==> config.mk <==
export PLATFORM = sky130hd
export DESIGN_NAME = adc_master_clock_and_ref_select
export DESIGN_NICKNAME = d
export VERILOG_FILES = /design/src/core/clk_ref_pkg.sv /design/src/core/clk_sel_if.sv /design/src/core/mclk_divider.sv /design/src/core/adc_master_clock_and_ref_select.sv
export SDC_FILE = /design/constraint.sdc
export NUM_CORES = 1
export LEC_CHECK = 0
export ABC_AREA = 1
export BUFFER_PORTS_ARGS = -buffer_cell sky130_fd_sc_hd__buf_2
export CAP_MARGIN = 30
export CORE_MARGIN = 3
export CORE_UTILIZATION = 53
export DETAILED_ROUTE_END_ITERATION = 10
export GPL_TIMING_DRIVEN = 1
export PLACE_DENSITY = 0.92
export SLEW_MARGIN = 20
export SYNTH_ARGS = -nofsm -noshare
export SYNTH_HDL_FRONTEND = slang
export SYNTH_HIERARCHICAL = 1
export SYNTH_SLANG_ARGS = --single-unit
==> constraint.sdc <==
create_clock -name pclk -period 2.8 [get_ports pclk]
set_input_delay 0.56 -clock pclk [delete_from_list [all_inputs] [get_ports pclk]]
set_output_delay 0.56 -clock pclk [all_outputs]
set_load 0.1 [all_outputs]
==> src/core/clk_ref_pkg.sv <==
// Purpose: shared constants for master clock select and reference enable
// Assumes: 16-bit registers in the low half of a 32-bit APB word
// Notes: register indices are scaled by four to form byte addresses
package clk_ref_pkg;
   // ==========================================================
   // register map
   localparam logic [11:0] MODE_IDX = 12'h001;
   localparam logic [11:0] SETUP0_IDX = 12'h020;
   localparam logic [11:0] MODE_ADDR = 12'(MODE_IDX * 4);
   localparam logic [11:0] SETUP0_ADDR = 12'(SETUP0_IDX * 4);
   localparam logic [15:0] MODE_RESET = 16'h2000;
   localparam logic [15:0] SETUP0_RESET = 16'h1000;
   localparam logic [15:0] MODE_MASK = 16'hAF7C;
   localparam logic [15:0] SETUP0_MASK = 16'h1F30;
   // ==========================================================
   // field positions
   localparam int REF_EN_BIT = 15;
   localparam int SINGLE_CYC_BIT = 13;
   localparam int CLKSEL_LSB = 2;
   localparam int REFSEL_LSB = 4;
   // ==========================================================
   // clock source encodings
   typedef enum logic [1:0] {
      SRC_INT = 2'b00,
      SRC_INT_OUT = 2'b01,
      SRC_EXT = 2'b10,
      SRC_XTAL = 2'b11
   } clk_src_t;
   // ==========================================================
   // rates
   localparam int CLK_HZ = 100_000_000;
   localparam int OSC_HZ = 16_000_000;
   localparam int MCLK_HZ = 4_000_000;
   localparam int MCLK_DIV = OSC_HZ / MCLK_HZ;
   localparam int ODR_DIV = 64;
endpackage : clk_ref_pkg

==> src/core/clk_sel_if.sv <==
// Purpose: carrier between the control top and the master clock divider
// Assumes: all signals on pclk
// Notes: edges are one-cycle pulses from synchronised pins
`timescale 1ns/10ps
interface clk_sel_if;
   logic [1:0] src_sel;
   logic osc_edge;
   logic xtal_edge;
   logic ext_edge;
   logic mclk_tick;
   modport ctrl (output src_sel, output osc_edge, output xtal_edge, output ext_edge,
                 input mclk_tick);
   modport div (input src_sel, input osc_edge, input xtal_edge, input ext_edge,
                output mclk_tick);
endinterface : clk_sel_if

==> src/core/mclk_divider.sv <==
// Purpose: derive the master clock tick from the selected source
// Assumes: source edges are synchronised one-cycle pulses
// Notes: the count restarts whenever the source changes
`timescale 1ns/10ps
module mclk_divider #(
   parameter int DIV = clk_ref_pkg::MCLK_DIV
) (
   input wire logic pclk,
   input wire logic presetn,
   clk_sel_if.div bus
);
   import clk_ref_pkg::*;
   localparam int CNT_W = (DIV > 1) ? $clog2(DIV) : 1;
   localparam logic [CNT_W-1:0] CNT_TOP = CNT_W'(DIV - 1);

   logic [CNT_W-1:0] cnt_reg;
   logic tick_reg;
   logic [1:0] prev_reg;

   // ==========================================================
   // source decode
   wire is_ext = (bus.src_sel == SRC_EXT);
   wire edge16 = (bus.src_sel == SRC_XTAL) ? bus.xtal_edge : bus.osc_edge;
   wire restart = (bus.src_sel != prev_reg);
   wire wrap = (cnt_reg == CNT_TOP);

   // divide 16 MHz edges by four
   always_ff @(posedge pclk or negedge presetn) begin
      if (!presetn) begin
         cnt_reg <= '0;
         prev_reg <= SRC_INT;
      end else begin
         prev_reg <= bus.src_sel;
         if (restart) begin
            cnt_reg <= '0;
         end else if (!is_ext && edge16) begin
            cnt_reg <= wrap ? '0 : cnt_reg + CNT_W'(1);
         end
      end
   end

   // tick: divided edge, or external edge passed straight through
   always_ff @(posedge pclk or negedge presetn) begin
      if (!presetn) begin
         tick_reg <= 1'b0;
      end else begin
         tick_reg <= is_ext ? bus.ext_edge : (edge16 && wrap && !restart);
      end
   end

   assign bus.mclk_tick = tick_reg;
endmodule : mclk_divider

==> src/core/adc_master_clock_and_ref_select.sv <==
// Purpose: master clock source select and internal reference enable, APB slave
// Assumes: oscillator and clock pins are asynchronous to pclk
// Notes: registers sit at four times their index; pready answers in one access cycle
`timescale 1ns/10ps
module adc_master_clock_and_ref_select #(
   parameter int ODR_RATIO = clk_ref_pkg::ODR_DIV
) (
   input wire logic pclk,
   input wire logic presetn,
   input wire logic psel,
   input wire logic penable,
   input wire logic pwrite,
   input wire logic [11:0] paddr,
   input wire logic [31:0] pwdata,
   output logic [31:0] prdata,
   output logic pready,
   output logic pslverr,
   input wire logic osc_16m_in,
   input wire logic crystal_in_pin,
   input wire logic crystal_out_clock_io_pin_in,
   output logic crystal_out_clock_io_pin_out,
   output logic crystal_out_clock_io_pin_oe,
   output logic [1:0] master_clock_source_select,
   output logic mclk_tick,
   output logic odr_tick,
   output logic reference_enable,
   output logic [1:0] reference_select,
   output logic single_cycle_settle
);
   import clk_ref_pkg::*;
   localparam int ODR_W = (ODR_RATIO > 1) ? $clog2(ODR_RATIO) : 1;
   localparam logic [ODR_W-1:0] ODR_TOP = ODR_W'(ODR_RATIO - 1);

   logic [15:0] mode_reg;
   logic [15:0] setup_reg;
   logic [31:0] prdata_reg;
   logic pready_reg;
   logic pslverr_reg;
   logic [2:0] sync1_reg;
   logic [2:0] sync2_reg;
   logic [2:0] sync3_reg;
   logic [ODR_W-1:0] odr_cnt_reg;
   logic odr_tick_reg;
   logic pin_out_reg;
   logic pin_oe_reg;

   clk_sel_if sel_bus ();

   // ==========================================================
   // APB decode
   wire hit_mode = (paddr == MODE_ADDR);
   wire hit_setup = (paddr == SETUP0_ADDR);
   wire hit_any = hit_mode | hit_setup;
   wire setup_ph = psel & ~penable;
   wire access = psel & penable & pready_reg;
   wire mode_wr = access & pwrite & hit_mode;
   wire setup_wr = access & pwrite & hit_setup;
   wire [15:0] mode_next = pwdata[15:0] & MODE_MASK;
   wire [15:0] setup_next = pwdata[15:0] & SETUP0_MASK;
   wire [31:0] rd_mux = hit_mode ? {16'h0000, mode_reg} :
                        hit_setup ? {16'h0000, setup_reg} : 32'h0000_0000;

   // answer one cycle after setup
   always_ff @(posedge pclk or negedge presetn) begin
      if (!presetn) begin
         pready_reg <= 1'b0;
         pslverr_reg <= 1'b0;
         prdata_reg <= 32'h0000_0000;
      end else begin
         pready_reg <= setup_ph;
         pslverr_reg <= setup_ph & ~hit_any;
         prdata_reg <= (setup_ph & ~pwrite) ? rd_mux : prdata_reg;
      end
   end

   // ==========================================================
   // registers
   always_ff @(posedge pclk or negedge presetn) begin
      if (!presetn) begin
         mode_reg <= MODE_RESET;
         setup_reg <= SETUP0_RESET;
      end else begin
         if (mode_wr) mode_reg <= mode_next;
         if (setup_wr) setup_reg <= setup_next;
      end
   end

   // ==========================================================
   // pin synchronisers: osc, crystal, external clock
   wire [2:0] pins_raw = {crystal_out_clock_io_pin_in, crystal_in_pin, osc_16m_in};
   always_ff @(posedge pclk or negedge presetn) begin
      if (!presetn) begin
         sync1_reg <= 3'h0;
         sync2_reg <= 3'h0;
         sync3_reg <= 3'h0;
      end else begin
         sync1_reg <= pins_raw;
         sync2_reg <= sync1_reg;
         sync3_reg <= sync2_reg;
      end
   end

   // rising edges after synchronisation
   wire [2:0] rise = sync2_reg & ~sync3_reg;
   wire [1:0] src = mode_reg[CLKSEL_LSB +: 2];
   assign sel_bus.src_sel = src;
   assign sel_bus.osc_edge = rise[0];
   assign sel_bus.xtal_edge = rise[1];
   assign sel_bus.ext_edge = rise[2] & (src == SRC_EXT);

   mclk_divider #(.DIV(MCLK_DIV)) u_div (
      .pclk(pclk),
      .presetn(presetn),
      .bus(sel_bus)
   );

   // ==========================================================
   // output data rate tick from master clock ticks
   always_ff @(posedge pclk or negedge presetn) begin
      if (!presetn) begin
         odr_cnt_reg <= '0;
         odr_tick_reg <= 1'b0;
      end else begin
         odr_tick_reg <= sel_bus.mclk_tick & (odr_cnt_reg == ODR_TOP);
         if (sel_bus.mclk_tick) begin
            odr_cnt_reg <= (odr_cnt_reg == ODR_TOP) ? '0 : odr_cnt_reg + ODR_W'(1);
         end
      end
   end

   // clock-out drive on the shared pin
   wire drive_out = (src == SRC_INT_OUT);
   always_ff @(posedge pclk or negedge presetn) begin
      if (!presetn) begin
         pin_out_reg <= 1'b0;
         pin_oe_reg <= 1'b0;
      end else begin
         pin_oe_reg <= drive_out;
         pin_out_reg <= drive_out & sync2_reg[0];
      end
   end

   // ==========================================================
   // outputs
   assign prdata = prdata_reg;
   assign pready = pready_reg;
   assign pslverr = pslverr_reg;
   assign mclk_tick = sel_bus.mclk_tick;
   assign odr_tick = odr_tick_reg;
   assign crystal_out_clock_io_pin_out = pin_out_reg;
   assign crystal_out_clock_io_pin_oe = pin_oe_reg;
   assign master_clock_source_select = mode_reg[CLKSEL_LSB +: 2];
   assign reference_enable = mode_reg[REF_EN_BIT];
   assign reference_select = setup_reg[REFSEL_LSB +: 2];
   assign single_cycle_settle = mode_reg[SINGLE_CYC_BIT];

   // ==========================================================
   // checking helpers
   logic wrote_mode;
   logic [2:0] h_cnt;
   logic h_stable;
   logic [1:0] h_src;
   wire h_edge16 = (src == SRC_XTAL) ? rise[1] : rise[0];
   wire [1:0] wr_clk = pwdata[CLKSEL_LSB +: 2];
   wire wr_ref = pwdata[REF_EN_BIT];
   wire [1:0] wr_refsel = pwdata[REFSEL_LSB +: 2];
   always_ff @(posedge pclk or negedge presetn) begin
      if (!presetn) begin
         wrote_mode <= 1'b0;
         h_cnt <= 3'h0;
         h_stable <= 1'b0;
         h_src <= SRC_INT;
      end else begin
         h_src <= src;
         if (mode_wr) wrote_mode <= 1'b1;
         if (src != h_src) begin
            h_cnt <= 3'h0;
            h_stable <= 1'b0;
         end else if (sel_bus.mclk_tick) begin
            h_cnt <= {2'b00, h_edge16};
            h_stable <= (src != SRC_EXT); // external ticks leave no 16 MHz count
         end else if (h_edge16) begin
            h_cnt <= h_cnt + 3'h1;
         end
      end
   end
endmodule : adc_master_clock_and_ref_select

==> results of run 1 <==
==> through the flow <==
| step | util [%] | total power (W) |
|---|---|---|
| after global placement | 60.1 | 0.00115 |
| after CTS | 62.1 | 0.00161 |
| after detailed placement | 60.1 | 0.00117 |
| after floorplan | - | 0.00112 |
| after global routing | 62.1 | 0.00167 |
| final | 62.1 | 0.00159 |
==> cell type report <==
cell class,count,area [µm²],area share (%)
clock buffer,7,86.3,2.91
timing repair buffer,57,290,9.77
clock inverter,1,8.76,0.295
multi-input combinational,215,1030,34.5
sequential,55,1380,46.4
tap,67,83.8,2.82
inverter,24,97.6,3.28
==> kinds of logic after synthesis <==
group,Yosys count
flip-flops,55
AO/OA/AOI/OAI,10
other,1
buffers and inverters,53
adder cells (fa/ha/maj),2
AND/OR/NAND/NOR,182
XOR/XNOR,1
==> where the power goes <==
part           internal (W)  leakage, nW  switching [W]
registers          0.000837        0.731      0.0000269
logic             0.0000607        0.925       0.000221
clock network      0.000203       0.0484       0.000241
total               0.00110         1.70       0.000489
==> Yosys cell counts <==
cell type | number | area share (%)
ha_1 | 2 | 0.94
o21ai_1 | 6 | 1.1
xor2_1 | 1 | 0.33
inv_8 | 1 | 0.42
inv_1 | 18 | 2.5
nor2_1 | 12 | 1.7
nor3_4 | 1 | 0.61
and2_1 | 2 | 0.47
nand4_1 | 2 | 0.47
nand2_2 | 6 | 1.4
inv_2 | 5 | 0.71
nor2_4 | 7 | 3.0
nand3_2 | 2 | 0.75
o21ai_0 | 1 | 0.19
nor3_1 | 3 | 0.57
and3_1 | 1 | 0.24
buf_4 | 24 | 6.8
dfrtp_1 | 53 | 50
buf_2 | 1 | 0.19
nand3_1 | 19 | 3.6
a21oi_1 | 2 | 0.38
nor2_2 | 3 | 0.71
conb_1 | 1 | 0.14
buf_6 | 3 | 1.3
nand2_4 | 3 | 1.3
nor2_8 | 1 | 0.75
nand2_1 | 119 | 17
clkbuf_1 | 1 | 0.14
nor3b_1 | 1 | 0.28
dfstp_2 | 2 | 2.0
a31oi_1 | 1 | 0.24
==> worst paths after layout <==
check | slack, ps | to
worst max-delay path | 870 | master_clock_source_select[1]
worst min-delay path | 310 | u_div/cnt_reg[1]
worst max register to register | 1560 | odr_cnt_reg[5]
worst min register to register | 360 | sync2_reg[1]
max in group asynchronous | 1770 | setup_reg[12]
min in group pclk | 360 | sync1_reg[2]
==> routing by layer <==
layer | vias up | wire length [µm] | track usage, %
li1 | 1002 | - | -
met1 | 937 | 1960 | 20.1
met2 | 52 | 2820 | 34.2
met3 | 5 | 223 | 2.93
met4 | 0 | 54 | 5.98
met5 | - | 0 | 0
==> impl_metrics.yaml, run 1 <==
setup_path:
  endpoint_kind: "output port"
  crit_cells: 1
  reg2reg_depth: 5
  slowest_stage: "dfrtp_1"
  worst_ep_arrival_time_ps: 1370
  worst_setup_path_start_kind: "flop"
  crit_required_ps: 2240
  cp_cell_sequence: "buf_2"
  critPathBufInv: 1
  r2r-start: "u_div/bus.mclk_tick"
  crit_start: "mode_reg[3]"
  path_max_fanout: 12
  worst-setup-path-type: "reg -> out"
  cp_top_family: "flip-flops"
  crit_path_max_incr_delay_ps: 570
logic_synthesis:
  synth_xor_area_share_pct: 0.330
  yosysUniqueCellTypes: 31
  ys_seq_area_share_pct: 52.0
  synthAdderAreaFrac_pct: 0.943
  yosys_warnings: 6
  avgSynthCellArea_um2: 8.73
  syn_area_um2: 2650
  synth_compound_area_share_pct: 1.93
  synth_seq_cells: 55
  synth_top_family_by_area: "simple AND/OR/NAND/NOR gates"
  synthMuxAreaShare_pct: 0
  yosys.area_share.simple_pct: 32.6
  syn_inst: 304
route:
  routedWlPerCell_um: 11.9
  drt-vias-per-instance: 4.69
  firstDrtPassIters: 4
  drt_iter0_markers: 126
  drc: 0
  final_antenna_net_count: 0
  drt-total-wl_um: 5060
  num_vias: 1996
floorplanning:
  die-area_um2: 5890
  initial_core_util_pct: 55.5
  ios: 96
  fp.dieW_um: 76.8
  die-height_um: 76.8
  rows: 25
  design.core.area_um2: 4790
run:
  cap_violations: 0
clock_network:
  clock_latency_ps: 300
  cts_buffers: 5
  ctsRootBufferMaster: "clkbuf_8"
  cts.sinks: 55
  ctsHoldBuffers: 0
  cts_tree: "built"
  htree_levels: 2
  post-cts-setup-buffer-count: 0
  path_clk_slew_ps: 100
  cts_buffer_depth: 2
  cts_resized: 0
timing:
  drv_slew: 0
  fmax_mhz: 518
  period_needed_ps: 1930
  holdWs_ps: 311
  setup_viol_count_final: 0
  tns_ps: 0
  timing.final.ws_setup_ps: 868
  timing.slew.headroom_pct: 47.8
  skew_ps: 7.22
  finalCritPeriodShare_pct: 69.0
  worst_pin_slew_ps: 780
  grt_setup_unrepaired: "false"
  hold_viol: 0
power:
  peakVddDrop_mv: 0.299
  power_density_nw_per_um2: 535
  p_leak_nw: 1.70
final_layout:
  final_cell_mix: "119 x nand2_1, 55 x buf_2, 53 x dfrtp_1"
  final_layout_size_suffix_gt1_share_pct: 26.5
  final_area_um2: 2970
  syn_to_final_growth_pct: 12.0
  final_common_cell: "nand2_1"
  fillerInstances: 397
  diodes: 0
  largest_reg_flops: 12
  nets: 412
  final_cells: 426
grt:
  overflow: 0
  grt_pass1_vias: 1985
  antenna_found_initial: 0
  grt_pass1_wl_um: 8550
  grt_max_degree: 38
  grt_usage_pct: 18.0
placement:
  place_worst_setup_slack_ps: 825
  dp_cells: 418
  portBuffers: 55
  dpl_cell_area_um2: 2880
  hpwl_um: 3910
  place_congestion: 0.781
run_status:
  status: "finished, final reports clean"
hold_path:
  hp-class: "in -> async"
Power figures use the tool's default switching activity.
==> run 2, diff against run 1 <==
--- a/config.mk
+++ b/config.mk
@@ -5,14 +5,14 @@
 export SDC_FILE = /design/constraint.sdc
 export NUM_CORES = 1
 export LEC_CHECK = 0
-export ABC_AREA = 1
+export ABC_AREA = 0
 export BUFFER_PORTS_ARGS = -buffer_cell sky130_fd_sc_hd__buf_2
 export CAP_MARGIN = 30
 export CORE_MARGIN = 3
-export CORE_UTILIZATION = 53
+export CORE_UTILIZATION = 43
 export DETAILED_ROUTE_END_ITERATION = 10
 export GPL_TIMING_DRIVEN = 1
-export PLACE_DENSITY = 0.92
+export PLACE_DENSITY = 0.82
 export SLEW_MARGIN = 20
 export SYNTH_ARGS = -nofsm -noshare
 export SYNTH_HDL_FRONTEND = slang
==> constraint.sdc (replaced) <==
create_clock -name pclk -period 1.7 [get_ports pclk]
set_input_delay 0.34 -clock pclk [delete_from_list [all_inputs] [get_ports pclk]]
set_output_delay 0.34 -clock pclk [all_outputs]
set_load 0.1 [all_outputs]
==> impl_metrics.yaml, run 2 <==
logic_synthesis:
  synth_xor_area_share_pct: 2.15
  synth_compound_area_share_pct: 5.49
  synth_edf_count: 0
  synth_area_leaders: "dfrtp_1 54%, buf_4 7.4%, mux2_4 6.2%"
  yosys_warnings: 6
  syn_inst: 198
  synthMuxAreaShare_pct: 10.3
  ys.flop_type: "dfrtp_1"
  ys_seq_area_share_pct: 56.5
  async_reset_ff_share_pct: 100
  synth_top_family_by_area: "simple AND/OR/NAND/NOR gates"
  yosysTopAreaCell: "dfrtp_1"
  yosysUniqueCellTypes: 36
  synth.most_common_cell: "dfrtp_1"
  synth_seq_cells: 55
  synth_top_area_share_pct: 54.4
  synthAdderAreaFrac_pct: 1.03
  avgSynthCellArea_um2: 12.3
  yosys.area_share.simple_pct: 13.4
  syn_area_um2: 2440
  synthTopCellsByCount: "53 x dfrtp_1, 24 x buf_4, 18 x inv_1, 16 x nand2_1, 10 x mux2_4"
clock_network:
  clock_latency_ps: 310
  cts_tree: "built"
  cts.sinks: 55
  ctsRootBufferMaster: "clkbuf_8"
  cts_buffers: 5
  cts_resized: 0
  htree_levels: 2
  path_clk_slew_ps: 90
  cts_buffer_depth: 2
setup_path:
  worst-setup-path-type: "reg -> out"
  worst_setup_path_start_kind: "flop"
  slowest_stage: "dfstp_2"
  crit_required_ps: 1360
  path_max_fanout: 3
  critPathBufInv: 1
  r2r-start: "pready"
  cp_cell_sequence: "buf_2"
  reg2reg_depth: 4
  cp_top_family: "flip-flops"
  worst_ep_arrival_time_ps: 1280
  crit_start: "mode_reg[13]"
  crit_cells: 1
  endpoint_kind: "output port"
  crit_path_max_incr_delay_ps: 550
timing:
  timing.final.ws_setup_ps: 81.3
  hold_viol: 0
  setup_viol_count_final: 0
  drv_slew: 0
  fmax_mhz: 618
  skew_ps: 6.08
  finalCritPeriodShare_pct: 95.2
  grt_setup_unrepaired: "false"
  period_needed_ps: 1620
floorplanning:
  die-area_um2: 6610
  ios: 96
  design.core.area_um2: 5300
  rows: 26
  initial_core_util_pct: 46.0
  die-height_um: 81.3
  fp.dieW_um: 81.3
placement:
  hpwl_um: 3410
  place_worst_setup_slack_ps: -24.8
  place_congestion: 0.810
  dpl_cell_area_um2: 2780
  portBuffers: 55
final_layout:
  final_layout_size_suffix_gt1_share_pct: 38.5
  final_cell_mix: "54 x buf_2, 51 x dfrtp_1, 20 x conb_1"
  diodes: 0
  largest_reg_flops: 12
  syn_to_final_growth_pct: 19.1
  final_area_um2: 2910
  final_common_cell: "buf_2"
  nets: 315
grt:
  grt_usage_pct: 15.1
  grt_pass1_wl_um: 7420
  antenna_found_initial: 0
  grt_max_degree: 44
  overflow: 0
  grt_pass1_vias: 1605
power:
  power_density_nw_per_um2: 953
  power_w: 0.00277
  peakVddDrop_mv: 0.459
  p_leak_nw: 1.48
route:
  drt_iter0_markers: 87
  firstDrtPassIters: 4
  final_antenna_net_count: 0
  drt-total-wl_um: 4540
  num_vias: 1591
  drt-vias-per-instance: 4.79
  routedWlPerCell_um: 13.7
  drc: 0
hold_path:
  whs_path_depth: 1
  hp-class: "in -> reg"
  min_from: "crystal_in_pin"
run_status:
  status: "finished, final reports clean"
run:
  cap_violations: 0
-- run 2: cell count changes in the layout (fill, tap and decap cells not counted), moves of 6 or more --
cell	change
mux2_2	+9
mux2_4	+10
nand2_1	-103
nand2_2	-6
nand3_1	-15
nor2_1	-8
nor2_4	-7
o21ai_0	+8
o221ai_1	+6
-- run 2: cells by family after synthesis --
kind of cell             count (synthesis)
adder cells (fa/ha/maj)                  2
multiplexers                            19
buffers and inverters                   45
AO/OA/AOI/OAI                           21
flip-flops                              55
other                                    1
AND/OR/NAND/NOR                         49
XOR/XNOR                                 6
-- run 2: through the flow --
stage / utilization [%] / setup TNS (ps) / hold slack [ps] / cells
3_5_place_dp: 52.4 / -109 / 246 / 323
4_1_cts: 54.8 / 0 / 121 / 332
5_1_grt: 54.8 / 0 / 118 / 332
6_report: 54.8 / 0 / 135 / 332
3_3_place_gp: 52.4 / 0 / 244 / 323
2_1_floorplan: - / 0 / 44.4 / 217
-- run 2: path summary, 6_finish.rpt --
check | slack, ps | end
worst min-delay path | 140 | sync1_reg[1]
max in group asynchronous | 680 | mode_reg[13]
worst min register to register | 360 | sync2_reg[1]
worst max-delay path | 80 | single_cycle_settle
min in group asynchronous | 450 | odr_cnt_reg[5]
worst max register to register | 330 | mode_reg[6]
-- run 2: timing repair --
action / in CTS / in global routing
hold buffers: 1 / 0
buffers inserted: 0 / 0
hold endpoints to repair: 12 / 0
setup endpoints to repair: 0 / 0
-- run 2: cell type report --
| class | instances | area, µm² |
|---|---|---|
| Fill cell | 465 | 2400 |
| Sequential cell | 55 | 1380 |
| Multi-Input combinational cell | 117 | 866 |
| Timing Repair Buffer | 64 | 385 |
| Tap cell | 70 | 87.6 |
| Clock buffer | 6 | 82.6 |
| Inverter | 18 | 67.6 |
| Clock inverter | 2 | 35.0 |
-- run 2: power breakdown --
part	total [W]	internal [W]	switching [W]
registers	0.00144	0.00138	0.0000575
logic	0.000444	0.000110	0.000334
clock network	0.000889	0.000477	0.000412
-- run 2: layer usage --
layer	routed length (µm)	GRT usage, %	vias up
li1	-	-	752
met1	1900	17.5	774
met2	2260	26.4	55
met3	284	3.99	10
met4	97	6.08	0
met5	0	0	-
